File: config.mk
export PLATFORM = sky130hd
export DESIGN_NAME = ssarb_top
export DESIGN_NICKNAME = d
export VERILOG_FILES = /design/src/ssarb_pkg.sv /design/src/ssarb_top.sv
export SDC_FILE = /design/constraint.sdc
export NUM_CORES = 1
export LEC_CHECK = 0
export BUFFER_PORTS_ARGS = -buffer_cell sky130_fd_sc_hd__buf_2
export CAP_MARGIN = 20
export CORE_MARGIN = 5
export CORE_UTILIZATION = 46
export CTS_CLUSTER_SIZE = 20
export DETAILED_ROUTE_END_ITERATION = 8
export HOLD_SLACK_MARGIN = 0.15
export PLACE_DENSITY_LB_ADDON = 0.08
export SLEW_MARGIN = 20
export SYNTH_ARGS = -nofsm -noshare
export SYNTH_HDL_FRONTEND = slang
export SYNTH_SLANG_ARGS = --single-unit
File: constraint.sdc
create_clock -name clk_sys_i -period 1.9 [get_ports clk_sys_i]
set_input_delay 0.38 -clock clk_sys_i [delete_from_list [all_inputs] [get_ports clk_sys_i]]
set_output_delay 0.38 -clock clk_sys_i [all_outputs]
set_load 0.02 [all_outputs]
File: src/ssarb_pkg.sv
// Package: register map, field positions, reset values and types of the serial slave register bank
`default_nettype none
package ssarb_pkg;
  // Bus addresses
  localparam logic [6:0] SLAVE_ADDR_BASE = 7'h28;
  // Register offsets
  localparam logic [7:0] OFF_ALERT_SUMMARY = 8'h0b;
  localparam logic [7:0] OFF_ALERT_MASK = 8'h0c;
  localparam logic [7:0] OFF_CONN_CHANGE = 8'h0d;
  localparam logic [7:0] OFF_CONN_STATE = 8'h0e;
  localparam logic [7:0] OFF_MON_CHANGE = 8'h0f;
  localparam logic [7:0] OFF_MON_STATE = 8'h10;
  localparam logic [7:0] OFF_PORT_OP_STATE = 8'h11;
  localparam logic [7:0] OFF_FAULT_CHANGE = 8'h12;
  localparam logic [7:0] OFF_FAULT_STATE = 8'h13;
  localparam logic [7:0] OFF_ADV_CAP = 8'h18;
  localparam logic [7:0] OFF_AUX_ILIM = 8'h1e;
  localparam logic [7:0] OFF_AUX_MON = 8'h20;
  localparam logic [7:0] OFF_VBUS_RANGE = 8'h22;
  localparam logic [7:0] OFF_SW_RESET = 8'h23;
  localparam logic [7:0] OFF_DISCH_TIME = 8'h25;
  localparam logic [7:0] OFF_DISCH_STATE = 8'h26;
  localparam logic [7:0] OFF_PWR_PATH = 8'h27;
  localparam logic [7:0] OFF_PWR_MODE = 8'h28;
  localparam logic [7:0] OFF_VBUS_MON = 8'h2e;
  // Field positions
  localparam int BIT_CONN_ALERT = 6;
  localparam int BIT_MON_ALERT = 5;
  localparam int BIT_FAULT_ALERT = 4;
  localparam int BIT_ATTACH_CHG = 0;
  // Reset values
  localparam logic [7:0] RST_MASK_RSVD = 8'h8f;
  localparam logic [7:0] RST_ZERO = 8'h00;
  localparam logic [7:0] ALERT_BITS = 8'h70;
  // Attachment codes
  localparam logic [2:0] ATT_NONE = 3'h0;
  localparam logic [2:0] ATT_SINK = 3'h1;
  localparam logic [2:0] ATT_SOURCE = 3'h2;
  localparam logic [2:0] ATT_DEBUG = 3'h3;
  localparam logic [2:0] ATT_AUDIO = 3'h4;
  // Port state codes
  localparam logic [4:0] PSC_UNATT_SRC = 5'h08;
  localparam logic [4:0] PSC_UNORIENTED_DBG = 5'h10;
  localparam logic [4:0] PSC_ORIENTED_DBG = 5'h19;
  // Timing: 10 MHz clock; glitch filter length in cycles
  localparam int CLK_PERIOD_NS = 100;
  localparam int SPIKE_NS = 50;
  localparam int FILT_CYCLES = (SPIKE_NS + CLK_PERIOD_NS - 1) / CLK_PERIOD_NS + 1;
  localparam logic [1:0] FILT_MAX = 2'(FILT_CYCLES);
  // Channel pin termination as seen by the analog front end
  typedef enum logic [1:0] {CC_OPEN, CC_RD, CC_RA} ssarb_term_e;
  typedef struct packed {
    logic [2:0] attachment_type;
    logic standby;
    logic role_indicator;
    logic aux_supply_active;
    logic attach_state_bit;
  } ssarb_conn_s;
endpackage
`default_nettype wire

File: src/ssarb_top.sv
// Serial slave port, register bank, alert logic and source-role debug accessory detection
//
// Summary of operation
// - Source role: both channel pins terminated by Rd means debug accessory.
// - Enter unoriented debug, then oriented once one pin shows at most Ra.
// - Debug detection raises indicator, reports orientation and state code.
// - Slave only on the two-wire bus, up to 400 kbit/s.
// - All bytes travel most significant bit first, both directions.
// - Address 0x28 or 0x29; lsb comes from the address select pin.
// - Serial data input is filtered against short glitches.
// - 8-bit register address byte, one 8-bit data byte per register.
// - Read-and-clear registers return contents then go to zero.
// - Read-write registers store writes; read-only and reserved ignore writes.
// - Reset loads listed defaults; user-defined defaults come from storage.
// - Any unmasked change flag sets its summary alert bit 6, 5 or 4.
// - Mask bit 1 blocks its summary alert bit; 0 leaves it active.
// - Alert output low when summary AND NOT mask is nonzero.
// - Alert masks default to 1 from storage; reserved mask bits read 1.
// - Attach change flag latches on attach bit change, clears on read.
// - Connection state bits 7:5 encode the attachment type.
// - Bit 4 shows standby mode, default from storage.
// - Bit 3 shows role, bit 1 shows auxiliary supply active.
// - Registers at 0Bh to 2Eh; gaps, 2Fh and 00h-0Ah read-only reserved.
`default_nettype none
module ssarb_top (
  input wire logic clk_sys_i,
  input wire logic rst_b_i,
  input wire logic scl_i,
  input wire logic sda_i,
  output logic sda_o,
  output logic sda_oe_o,
  input wire logic address_select_pin_i,
  input wire logic [2:0] nvm_alert_mask_i,
  input wire logic nvm_standby_i,
  input wire logic role_source_i,
  input wire logic aux_supply_active_i,
  input wire logic [2:0] attach_mode_i,
  input wire logic [3:0] mon_state_i,
  input wire logic [7:0] fault_state_i,
  input wire logic [7:0] fault_event_i,
  input wire logic [1:0] channel_pin_one_i,
  input wire logic [1:0] channel_pin_two_i,
  output logic alert_b_o,
  output logic source_debug_indicator_o,
  output logic orient_oe_o,
  output logic [7:0] sw_reset_o,
  output logic [7:0] port_power_mode_o
);
  // ==========================================================
  // Input synchronisers and glitch filter
  localparam logic [1:0] FILT_MAX_L = ssarb_pkg::FILT_MAX;
  logic [1:0] scl_sync_reg, sda_sync_reg, asel_sync_reg;
  logic scl_reg, sda_f_reg;
  logic [1:0] sda_cnt_reg;
  always_ff @(posedge clk_sys_i or negedge rst_b_i)
  begin
    if (!rst_b_i)
    begin
      scl_sync_reg <= 2'b11;
      sda_sync_reg <= 2'b11;
      asel_sync_reg <= 2'b00;
      scl_reg <= 1'b1;
    end
    else
    begin
      scl_sync_reg <= {scl_sync_reg[0], scl_i};
      sda_sync_reg <= {sda_sync_reg[0], sda_i};
      asel_sync_reg <= {asel_sync_reg[0], address_select_pin_i};
      scl_reg <= scl_sync_reg[1];
    end
  end
  // Data line only changes after holding steady for the filter length
  always_ff @(posedge clk_sys_i or negedge rst_b_i)
  begin
    if (!rst_b_i)
    begin
      sda_f_reg <= 1'b1;
      sda_cnt_reg <= 2'b00;
    end
    else if (sda_sync_reg[1] == sda_f_reg)
      sda_cnt_reg <= 2'b00;
    else if (sda_cnt_reg == FILT_MAX_L - 2'd1)
    begin
      sda_f_reg <= sda_sync_reg[1];
      sda_cnt_reg <= 2'b00;
    end
    else
      sda_cnt_reg <= sda_cnt_reg + 2'd1;
  end
  wire scl_s = scl_sync_reg[1];
  wire scl_rise = scl_s & ~scl_reg;
  wire scl_fall = ~scl_s & scl_reg;
  logic sda_prev_reg;
  always_ff @(posedge clk_sys_i or negedge rst_b_i)
  begin
    if (!rst_b_i)
      sda_prev_reg <= 1'b1;
    else
      sda_prev_reg <= sda_f_reg;
  end
  wire start_det = scl_s & scl_reg & sda_prev_reg & ~sda_f_reg;
  wire stop_det = scl_s & scl_reg & ~sda_prev_reg & sda_f_reg;

  // ==========================================================
  // Serial slave state machine
  typedef enum logic [2:0] {ST_IDLE, ST_DEVADDR, ST_ACK, ST_REGADDR, ST_WDATA, ST_RDATA, ST_RACK} ssarb_st_e;
  ssarb_st_e st_reg, st_next;
  logic [7:0] shift_reg, shift_next;
  logic [2:0] bit_reg, bit_next;
  logic [7:0] ptr_reg, ptr_next;
  logic rw_reg, rw_next;
  logic phase_reg, phase_next; // 0: device address byte received, 1: register address or data byte
  logic [7:0] rd_sh_reg, rd_sh_next;
  logic drv_reg, drv_next;
  logic wr_stb, rd_stb;
  logic [7:0] rd_data;
  wire [6:0] my_addr = {ssarb_pkg::SLAVE_ADDR_BASE[6:1], asel_sync_reg[1]};
  wire [7:0] rx_byte = {shift_reg[6:0], sda_f_reg};
  always_comb
  begin
    st_next = st_reg;
    shift_next = shift_reg;
    bit_next = bit_reg;
    ptr_next = ptr_reg;
    rw_next = rw_reg;
    phase_next = phase_reg;
    rd_sh_next = rd_sh_reg;
    drv_next = drv_reg;
    wr_stb = 1'b0;
    rd_stb = 1'b0;
    if (start_det)
    begin
      st_next = ST_DEVADDR;
      bit_next = 3'd0;
      drv_next = 1'b0;
    end
    else if (stop_det)
    begin
      st_next = ST_IDLE;
      drv_next = 1'b0;
    end
    else
    begin
      case (st_reg)
        ST_IDLE: ;
        ST_DEVADDR, ST_REGADDR, ST_WDATA:
        begin
          if (scl_rise)
          begin
            shift_next = rx_byte;
            bit_next = bit_reg + 3'd1;
          end
          if (scl_rise && bit_reg == 3'd7)
          begin
            if (st_reg == ST_DEVADDR)
            begin
              if (rx_byte[7:1] == my_addr)
              begin
                rw_next = rx_byte[0];
                st_next = ST_ACK;
                phase_next = 1'b0;
              end
              else
                st_next = ST_IDLE;
            end
            else if (st_reg == ST_REGADDR)
            begin
              ptr_next = rx_byte;
              st_next = ST_ACK;
              phase_next = 1'b1;
            end
            else
            begin
              wr_stb = 1'b1;
              // Write lands at the old pointer, then the pointer steps on
              ptr_next = ptr_reg + 8'd1;
              st_next = ST_ACK;
              phase_next = 1'b1;
            end
          end
        end
        ST_ACK:
        begin
          if (scl_fall && !drv_reg)
            drv_next = 1'b1;
          else if (scl_fall && drv_reg)
          begin
            drv_next = 1'b0;
            bit_next = 3'd0;
            if (rw_reg && !phase_reg)
            begin
              rd_sh_next = rd_data;
              rd_stb = 1'b1;
              st_next = ST_RDATA;
            end
            else
              st_next = phase_reg | ~rw_reg ? (phase_reg ? ST_WDATA : ST_REGADDR) : ST_RDATA;
          end
        end
        ST_RDATA:
        begin
          if (scl_fall)
          begin
            if (bit_reg == 3'd7)
              st_next = ST_RACK;
            else
              rd_sh_next = {rd_sh_reg[6:0], 1'b0};
            bit_next = bit_reg + 3'd1;
          end
        end
        ST_RACK:
        begin
          if (scl_rise)
          begin
            if (sda_f_reg)
              st_next = ST_IDLE;
            else
            begin
              ptr_next = ptr_reg + 8'd1;
              rw_next = 1'b1;
            end
          end
          else if (scl_fall && !sda_f_reg && rw_reg)
          begin
            rd_sh_next = rd_data;
            rd_stb = 1'b1;
            bit_next = 3'd0;
            st_next = ST_RDATA;
          end
        end
        default: st_next = ST_IDLE;
      endcase
    end
  end
  always_ff @(posedge clk_sys_i or negedge rst_b_i)
  begin
    if (!rst_b_i)
    begin
      st_reg <= ST_IDLE;
      shift_reg <= 8'h00;
      bit_reg <= 3'd0;
      ptr_reg <= 8'h00;
      rw_reg <= 1'b0;
      phase_reg <= 1'b0;
      rd_sh_reg <= 8'h00;
      drv_reg <= 1'b0;
    end
    else
    begin
      st_reg <= st_next;
      shift_reg <= shift_next;
      bit_reg <= bit_next;
      ptr_reg <= ptr_next;
      rw_reg <= rw_next;
      phase_reg <= phase_next;
      rd_sh_reg <= rd_sh_next;
      drv_reg <= drv_next;
    end
  end
  // Open drain: drive low for ack or for zero data bits, slave only
  assign sda_o = 1'b0;
  assign sda_oe_o = (st_reg == ST_ACK & drv_reg) | (st_reg == ST_RDATA & ~rd_sh_reg[7]);

  // ==========================================================
  // Register bank
  logic [2:0] mask_reg;
  logic [7:0] adv_cap_reg, aux_ilim_reg, aux_mon_reg, vbus_range_reg, sw_reset_reg;
  logic [7:0] disch_time_reg, disch_state_reg, pwr_mode_reg, vbus_mon_reg;
  logic [2:0] summary_reg;
  logic attach_chg_reg;
  logic [3:0] mon_chg_reg, mon_prev_reg;
  logic [7:0] fault_chg_reg, fault_prev_reg;
  logic attach_prev_reg;
  logic init_reg;
  wire [7:0] wdat = rx_byte;
  wire w_mask = wr_stb & (ptr_reg == ssarb_pkg::OFF_ALERT_MASK);
  always_ff @(posedge clk_sys_i or negedge rst_b_i)
  begin
    if (!rst_b_i)
    begin
      mask_reg <= 3'b111;
      init_reg <= 1'b1;
      adv_cap_reg <= ssarb_pkg::RST_ZERO;
      aux_ilim_reg <= ssarb_pkg::RST_ZERO;
      aux_mon_reg <= ssarb_pkg::RST_ZERO;
      vbus_range_reg <= ssarb_pkg::RST_ZERO;
      sw_reset_reg <= ssarb_pkg::RST_ZERO;
      disch_time_reg <= ssarb_pkg::RST_ZERO;
      disch_state_reg <= ssarb_pkg::RST_ZERO;
      pwr_mode_reg <= ssarb_pkg::RST_ZERO;
      vbus_mon_reg <= ssarb_pkg::RST_ZERO;
    end
    else
    begin
      init_reg <= 1'b0;
      if (init_reg)
        mask_reg <= nvm_alert_mask_i;
      else if (w_mask)
        mask_reg <= wdat[6:4];
      if (wr_stb)
      begin
        case (ptr_reg)
          ssarb_pkg::OFF_ADV_CAP: adv_cap_reg <= wdat;
          ssarb_pkg::OFF_AUX_ILIM: aux_ilim_reg <= wdat;
          ssarb_pkg::OFF_AUX_MON: aux_mon_reg <= wdat;
          ssarb_pkg::OFF_VBUS_RANGE: vbus_range_reg <= wdat;
          ssarb_pkg::OFF_SW_RESET: sw_reset_reg <= wdat;
          ssarb_pkg::OFF_DISCH_TIME: disch_time_reg <= wdat;
          ssarb_pkg::OFF_DISCH_STATE: disch_state_reg <= wdat;
          ssarb_pkg::OFF_PWR_MODE: pwr_mode_reg <= wdat;
          ssarb_pkg::OFF_VBUS_MON: vbus_mon_reg <= wdat;
          default: ;
        endcase
      end
    end
  end
  logic standby_reg;
  always_ff @(posedge clk_sys_i or negedge rst_b_i)
  begin
    if (!rst_b_i)
      standby_reg <= 1'b0;
    else if (init_reg)
      standby_reg <= nvm_standby_i;
  end
  assign sw_reset_o = sw_reset_reg;
  assign port_power_mode_o = pwr_mode_reg;

  // ==========================================================
  // Change flags and alert summary; set beats read-clear
  wire attach_bit = (attach_mode_i != ssarb_pkg::ATT_NONE);
  wire attach_ev = ~init_reg & (attach_bit ^ attach_prev_reg);
  wire [3:0] mon_ev = init_reg ? 4'h0 : (mon_state_i ^ mon_prev_reg);
  wire [7:0] fault_ev = init_reg ? 8'h00 : fault_event_i;
  wire clr_conn = rd_stb & (ptr_reg == ssarb_pkg::OFF_CONN_CHANGE);
  wire clr_mon = rd_stb & (ptr_reg == ssarb_pkg::OFF_MON_CHANGE);
  wire clr_fault = rd_stb & (ptr_reg == ssarb_pkg::OFF_FAULT_CHANGE);
  wire clr_sum = rd_stb & (ptr_reg == ssarb_pkg::OFF_ALERT_SUMMARY);
  wire [2:0] sum_ev = {attach_ev, |mon_ev, |fault_ev};
  always_ff @(posedge clk_sys_i or negedge rst_b_i)
  begin
    if (!rst_b_i)
    begin
      attach_prev_reg <= 1'b0;
      mon_prev_reg <= 4'h0;
      attach_chg_reg <= 1'b0;
      mon_chg_reg <= 4'h0;
      fault_chg_reg <= 8'h00;
      summary_reg <= 3'b000;
    end
    else
    begin
      attach_prev_reg <= attach_bit;
      mon_prev_reg <= mon_state_i;
      attach_chg_reg <= attach_ev | (attach_chg_reg & ~clr_conn);
      mon_chg_reg <= mon_ev | (mon_chg_reg & {4{~clr_mon}});
      fault_chg_reg <= fault_ev | (fault_chg_reg & {8{~clr_fault}});
      summary_reg <= (sum_ev & ~mask_reg) | (summary_reg & {3{~clr_sum}});
    end
  end
  assign alert_b_o = ~|(summary_reg & ~mask_reg);

  // ==========================================================
  // Source-role debug accessory detection
  wire both_rd = role_source_i & (channel_pin_one_i == ssarb_pkg::CC_RD) &
                 (channel_pin_two_i == ssarb_pkg::CC_RD);
  wire one_ra = role_source_i & ((channel_pin_one_i == ssarb_pkg::CC_RD & channel_pin_two_i == ssarb_pkg::CC_RA) |
                (channel_pin_two_i == ssarb_pkg::CC_RD & channel_pin_one_i == ssarb_pkg::CC_RA));
  logic [4:0] psc_reg;
  logic orient_reg;
  always_ff @(posedge clk_sys_i or negedge rst_b_i)
  begin
    if (!rst_b_i)
    begin
      psc_reg <= ssarb_pkg::PSC_UNATT_SRC;
      orient_reg <= 1'b0;
    end
    else if (both_rd && psc_reg != ssarb_pkg::PSC_ORIENTED_DBG)
      psc_reg <= ssarb_pkg::PSC_UNORIENTED_DBG;
    else if (one_ra && psc_reg != ssarb_pkg::PSC_UNATT_SRC)
    begin
      psc_reg <= ssarb_pkg::PSC_ORIENTED_DBG;
      orient_reg <= (channel_pin_one_i == ssarb_pkg::CC_RA);
    end
    else if (!both_rd && !one_ra)
      psc_reg <= ssarb_pkg::PSC_UNATT_SRC;
  end
  wire in_dbg = (psc_reg == ssarb_pkg::PSC_UNORIENTED_DBG) | (psc_reg == ssarb_pkg::PSC_ORIENTED_DBG);
  assign source_debug_indicator_o = in_dbg;
  // Orientation pin pulls low when the Ra side is channel pin one; released otherwise
  assign orient_oe_o = (psc_reg == ssarb_pkg::PSC_ORIENTED_DBG) & orient_reg;

  // ==========================================================
  // Read mux
  ssarb_pkg::ssarb_conn_s conn;
  assign conn = '{attachment_type: attach_mode_i, standby: standby_reg, role_indicator: role_source_i,
                  aux_supply_active: aux_supply_active_i, attach_state_bit: attach_bit};
  always_comb
  begin
    case (ptr_reg)
      ssarb_pkg::OFF_ALERT_SUMMARY: rd_data = {1'b0, summary_reg, 4'h0};
      ssarb_pkg::OFF_ALERT_MASK: rd_data = {1'b1, mask_reg, 4'hf};
      ssarb_pkg::OFF_CONN_CHANGE: rd_data = {7'h00, attach_chg_reg};
      ssarb_pkg::OFF_CONN_STATE: rd_data = {conn.attachment_type, conn.standby, conn.role_indicator, 1'b0,
                                   conn.aux_supply_active, conn.attach_state_bit};
      ssarb_pkg::OFF_MON_CHANGE: rd_data = {4'h0, mon_chg_reg};
      ssarb_pkg::OFF_MON_STATE: rd_data = {4'h0, mon_state_i};
      ssarb_pkg::OFF_PORT_OP_STATE: rd_data = {orient_reg, 2'b00, psc_reg};
      ssarb_pkg::OFF_FAULT_CHANGE: rd_data = fault_chg_reg;
      ssarb_pkg::OFF_FAULT_STATE: rd_data = fault_state_i;
      ssarb_pkg::OFF_ADV_CAP: rd_data = adv_cap_reg;
      ssarb_pkg::OFF_AUX_ILIM: rd_data = aux_ilim_reg;
      ssarb_pkg::OFF_AUX_MON: rd_data = aux_mon_reg;
      ssarb_pkg::OFF_VBUS_RANGE: rd_data = vbus_range_reg;
      ssarb_pkg::OFF_SW_RESET: rd_data = sw_reset_reg;
      ssarb_pkg::OFF_DISCH_TIME: rd_data = disch_time_reg;
      ssarb_pkg::OFF_DISCH_STATE: rd_data = disch_state_reg;
      ssarb_pkg::OFF_PWR_PATH: rd_data = ssarb_pkg::RST_ZERO;
      ssarb_pkg::OFF_PWR_MODE: rd_data = pwr_mode_reg;
      ssarb_pkg::OFF_VBUS_MON: rd_data = vbus_mon_reg;
      default: rd_data = ssarb_pkg::RST_ZERO;
    endcase
  end
endmodule
`default_nettype wire

; After elaboration in Yosys (flattened, before gate mapping)
; Index checks and enable logic that the tools add are counted.
[word_totals]
reg_bits = 147
input_bits = 38
out_inout_bits = 21
[op_classes]
add_sub_neg = 3
n_eq_ne = 65
n_mux = 76
bitwise_logic = 53
n_reduce_logical = 47
[ops]
columns = operator, n
row1 = $pmux W8 S18, 1
row2 = $mux W8, 13
row3 = $mux W3, 24
row4 = $eq A8 B6 Y1 const B, 7
row5 = $eq A8 B5 Y1 const B, 6
row6 = $eq A8 B4 Y1 const B, 5
row7 = $ne A2 B2 Y1 const B, 14
row8 = $mux W1, 25
row9 = $pmux W8 S3, 1
row10 = $reduce_and A2 Y1, 12
row11 = $reduce_and A8 Y1, 3
row12 = $and A1 B1 Y1, 22
row13 = $ne A3 B3 Y1 const B, 7
row14 = $ne A4 B4 Y1 const B, 5
row15 = $pmux W8 S2, 1
row16 = $mux W5, 3
row17 = $ne A5 B5 Y1 const B, 3
row18 = $not A1 Y1, 15
row19 = $pmux W3 S5, 1
row20 = $eq A3 B3 Y1 const B, 4
row21 = $pmux W3 S4, 1
row22 = $reduce_bool A3 Y1, 4
row23 = $eq A5 B5 Y1 const B, 2
row24 = $reduce_and A10 Y1, 1
row25 = 36 further kinds, 64

; Depth between registers and ports, before layout
[depth]
word_depth = 13
depth_mapped = 8
mapped_depth_nobuf = 7

; Worst setup path after synthesis
; OpenSTA, ideal clock, no wires.
[synth_path]
kind = reg-to-reg
from = reg scl_sync_reg[1]
to = reg disch_time_reg[0]
setup_ps = 125
arrival_time_ps = 1848
required_ps = 1775
setup_slack_ps = -73
stages_incl_launch_ff = 8
n_path_buf = 3
path_cell_list = dfstp_2 nor2b_1 buf_2 and4b_1 buf_2 and4_1 buf_4 mux2_2
[synth_between]
elab_chain_cells = 7
[synth_rtl]
columns = element, line
row1 = from (decl), ssarb_top.sv:52  ; logic [1:0] scl_sync_reg, sda_sync_reg, asel_sync_reg;
row2 = from (signal assigned), ssarb_top.sv:66  ; scl_sync_reg <= {scl_sync_reg[0], scl_i};
row3 = $and A1 B1 Y1, ssarb_top.sv:91  ; wire scl_rise = scl_s & ~scl_reg;
row4 = $logic_and A1 B1 Y1, ssarb_top.sv:153  ; if (scl_rise && bit_reg == 3'd7)
row5 = $mux W1, ssarb_top.sv:153
row6 = $mux W1, ssarb_top.sv:144  ; case (st_reg)
row7 = $mux W1, ssarb_top.sv:137  ; else if (stop_det)
row8 = $mux W1 *, ssarb_top.sv:131  ; if (start_det)
row9 = $reduce_and A2 Y1 (no line) *, n/a
row10 = to (signal assigned), ssarb_top.sv:288  ; disch_time_reg <= ssarb_pkg::RST_ZERO;
row11 = to (signal assigned), ssarb_top.sv:308  ; ssarb_pkg::OFF_DISCH_TIME: disch_time_reg <= wdat;
row12 = to (decl), ssarb_top.sv:268  ; logic [7:0] disch_time_reg, disch_state_reg, pwr_mode_reg, vbus_mon_reg;
; Every way passes the cells marked *; elsewhere a longest branch is shown, timed or not.
; A chain may end at the register's enable or synchronous reset.

; Worst setup path after layout
[layout_path]
from = reg ptr_reg[1]
to = reg rd_sh_reg[1]
[layout_between]
elab_chain_cells = 6
[layout_rtl]
columns = element, line
row1 = from (decl), ssarb_top.sv:110  ; logic [7:0] ptr_reg, ptr_next;
row2 = from (signal assigned), ssarb_top.sv:253  ; ptr_reg <= ptr_next;
row3 = $eq A8 B6 Y1 (tied with other cells), ssarb_top.sv:399  ; case (ptr_reg)
row4 = $pmux W8 S18 *, ssarb_top.sv:399
row5 = $mux W8, ssarb_top.sv:190  ; if (rw_reg && !phase_reg)
row6 = $mux W8, ssarb_top.sv:186  ; else if (scl_fall && drv_reg)
row7 = $mux W8, ssarb_top.sv:184  ; if (scl_fall && !drv_reg)
row8 = $pmux W8 S3 *, ssarb_top.sv:144
row9 = to (signal assigned), ssarb_top.sv:256  ; rd_sh_reg <= rd_sh_next;
row10 = to (decl), ssarb_top.sv:113  ; logic [7:0] rd_sh_reg, rd_sh_next;
; Every way passes the cells marked *; elsewhere a longest branch is shown, timed or not. The select of a mux whose other input is x is not followed.

==> run_results.csv <==
group,metric,value,unit
outcome,status,"complete, but fails checks",
outcome,violations,"setup timing",
global_routing,grt_pass1_wl,41.41,mm
place,gp_congestion,0.9139,
yosys,async_reset_ff_frac,1.000,
timing,maxSlewHeadroom,0.6724,
finish,nNetsFinal,978,
timing,period_share,1.081,
yosys,ys_seq_area_frac,0.4701,
critical_path,crit_path_end_kind,"register",
yosys,avgSynthCellArea,10.92,um2
finish,final_cell_mix,"133 x buf_4, 125 x dfrtp_1, 73 x mux2_2",
detailed_routing,drt-total-wl,26.58,mm
timing,drv_slew,0,
critical_path,slowest_delay,450,ps
clock_network,cts_buffers,17,
flow_run,maxCapViolations,0,
power,p_int,8.885,mW
floorplan,coreArea,0.01658,mm2
yosys,synth.area.top_cells,"dfrtp_1 43%, mux2_2 11%, dfstp_2 4.1%, a22o_1 2.5%, nand2_1 2.4%",
power,switching_share,0.3742,
critical_path,crit_type,"register to register",
timing,clock_skew,9.080,ps
floorplan,die_area,0.01954,mm2
global_routing,grt_max_degree,46,
critical_path,r2r_cells,7,
yosys,synth_flop_cell,"dfrtp_1",
clock_network,cts_root_buf,"clkbuf_16",
floorplan,start_util,0.4673,
place,portBuffers,57,
global_routing,antenna_found_initial,0,
finish,fin_util,0.6778,
timing,rsz0062_at_grt,"yes",
timing,setup_ws,-153.8,ps
detailed_routing,drc,0,
power,finalPower,14.20,mW
detailed_routing,wire_per_inst,22.77,um
global_routing,grt_pass1_vias,7172,
floorplan,num_rows,47,
detailed_routing,drt.antenna.violating_nets,0,
detailed_routing,drt_iter0_drc,560,
critical_path,cp_max_fo,6,
clock_network,cts.sinks,145,
power,power.leakage,5.119,nW
clock_network,cts_tree,"yes",
yosys,synth_top_area_frac,0.4294,
finish,fillers,1292,
yosys,synth_edf_count,0,
timing,setup-tns-final,-963.8,ps
clock_network,clock_latency,430,ps
place,placedCellCount,1072,
clock_network,cts_max_level,4,
finish,synthToLayoutAreaGrowth,45.04,%
yosys,ys_types,78,
timing,finalSetupViolations,25,
power,p_per_area,1263,mW/mm2
critical_path,crit_slowest_cell,"dfrtp_2",
finish,fin_cells,1167,
detailed_routing,firstDrtPassIters,5,
yosys,syn_area,0.007750,mm2
critical_path,start_kind,"register",
yosys,yosysWarnings,0,
clock_network,clk_pin_slew,70,ps
floorplan,fp.dieW,139.8,um
power,max-vdd-ir-drop,0.8201,mV
finish,n_antenna_cell,0,
power,p_sw,5.312,mW
timing,post-route-min-period,2054,ps
yosys,synth_seq_cells,145,
global_routing,grt_util_all_layers,0.2715,
critical_path,cp_cell_sequence,"buf_6 -> ha_4 -> buf_12 -> a222oi_1 -> o22ai_1 -> nor4_4 -> o221ai_1",
place,dp_hpwl,18.77,mm
finish,layout_commonest_cell,"buf_4",
finish,drive_gt1_frac,0.5195,
global_routing,overflow,0,
detailed_routing,via_per_inst,5.960,
power,seqPwrFrac,0.259,
critical_path,crit_arrival,2360,ps
timing,fmaxAchievable,0.4869,GHz
power,clkPwrFrac,0.237,
yosys,synth_top_area_cell,"dfrtp_1",
timing,hold_violations,0,
clock_network,cts_buffer_depth,2,
min_path,min_path_cells,3,
yosys,syn-instance-count,710,
min_path,hp-class,"input pin to register",
timing,worst_pin_slew,486.9,ps
critical_path,required,2200,ps
floorplan,fp.dieH,139.8,um
floorplan,ios,59,
power,p_comb_frac,0.505,
timing,holdWs,162.5,ps
detailed_routing,vias,6955,
power groups by stage:
stage / clock (mW) / combinational [mW] / sequential, mW
4_1_cts: 3.42 / 6.36 / 3.65
3_5_place_dp: 0 / 5.09 / 3.71
2_1_floorplan: 0 / 2.63 / 3.61
3_3_place_gp: 0 / 5.02 / 3.70
5_1_grt: 3.57 / 7.57 / 3.71
6_report: 3.36 / 7.16 / 3.67
timing repair:
action,4_1_cts,5_1_grt
gates cloned,1,0
hold buffers,8,0
pin swaps,41,63
setup buffers,38,19
resized for setup,112,82
endpoints found under the setup margin,79,101
hold endpoints to repair,38,0
logic make-up after synthesis:
| family | after synthesis | synth area share |
|---|---|---|
| other cells | 1 | 0.0004839 |
| buf+inv | 71 | 0.04149 |
| mux | 96 | 0.1372 |
| flops | 145 | 0.4701 |
| fa+ha+maj | 7 | 0.01098 |
| compound gates | 162 | 0.1590 |
| simple gates | 219 | 0.1705 |
| xor+xnor | 9 | 0.01017 |
routing by layer:
layer,vias up,global-route usage,share of wire
met4,0,0.07241,0.018
met2,236,0.4366,0.48
met1,3545,0.3789,0.45
met5,-,0,0
li1,3140,-,-
met3,34,0.05111,0.052
synth_stat cells (all sizes together), types with 3 or more instances:
| cell type | count |
|---|---|
| dfrtp | 133 |
| mux2 | 82 |
| nand2 | 50 |
| nand3 | 39 |
| buf | 29 |
| clkbuf | 29 |
| o21ai | 24 |
| a22o | 22 |
| a22oi | 18 |
| nor2 | 17 |
| a21oi | 16 |
| nand4 | 16 |
| mux2i | 14 |
| nor2b | 14 |
| inv | 13 |
| dfstp | 12 |
| and3b | 11 |
| nand2b | 10 |
| nor4 | 10 |
| a2bb2oi | 9 |
| o221ai | 9 |
| a21boi | 8 |
| and2 | 7 |
| and3 | 7 |
| nor3 | 7 |
| o22ai | 7 |
| xor2 | 7 |
| ha | 6 |
| nor3b | 6 |
| nand3b | 5 |
| o211ai | 5 |
| a2111oi | 4 |
| a21o | 4 |
| o31ai | 4 |
| a2111o | 3 |
| a222oi | 3 |
| a32o | 3 |
| and4 | 3 |
| nand4b | 3 |
| nor4b | 3 |
| nor4bb | 3 |
| o21a | 3 |
worst paths after layout:
check | from | endpoint | slack [ps]
min reg2reg | asel_sync_reg[0] | asel_sync_reg[1] | 350
max in group asynchronous | rst_b_i | psc_reg[3] | 820
max | ptr_reg[1] | rd_sh_reg[1] | -150
min in group asynchronous | rst_b_i | st_reg[0] | 450
max reg2reg | ptr_reg[1] | rd_sh_reg[1] | -150
min | nvm_alert_mask_i[1] | mask_reg[1] | 160
worst max-delay path, delay by kind of cell (launching register included):
kind	cells	cell delay [ps]
AOI/OAI and AO/OA	3	790
adders and majority gates	1	170
buffers and inverters	2	280
and+or+nand+nor	1	230
DFF	1	450
cell type report:
| class | instances | area, um2 | share of cell area |
|---|---|---|---|
| Multi-Input combinational cell | 495 | 4414 | 0.3927 |
| Sequential cell | 145 | 3654 | 0.3250 |
| Timing Repair Buffer | 262 | 2261 | 0.2011 |
| Clock buffer | 17 | 425.4 | 0.03784 |
| Tap cell | 220 | 275.3 | 0.02449 |
| Clock inverter | 15 | 162.7 | 0.01447 |
| Inverter | 13 | 48.80 | 0.004341 |
per-stage QoR:
stage,instance area [um2],worst slack (ps)
4_1_cts,10740,-145.9
5_1_grt,11240,-204.5
3_5_place_dp,9284,-356.1
3_3_place_gp,9284,-383.9
6_report,11240,-153.8
2_1_floorplan,7782,1.836
Power figures use the tool's default switching activity.
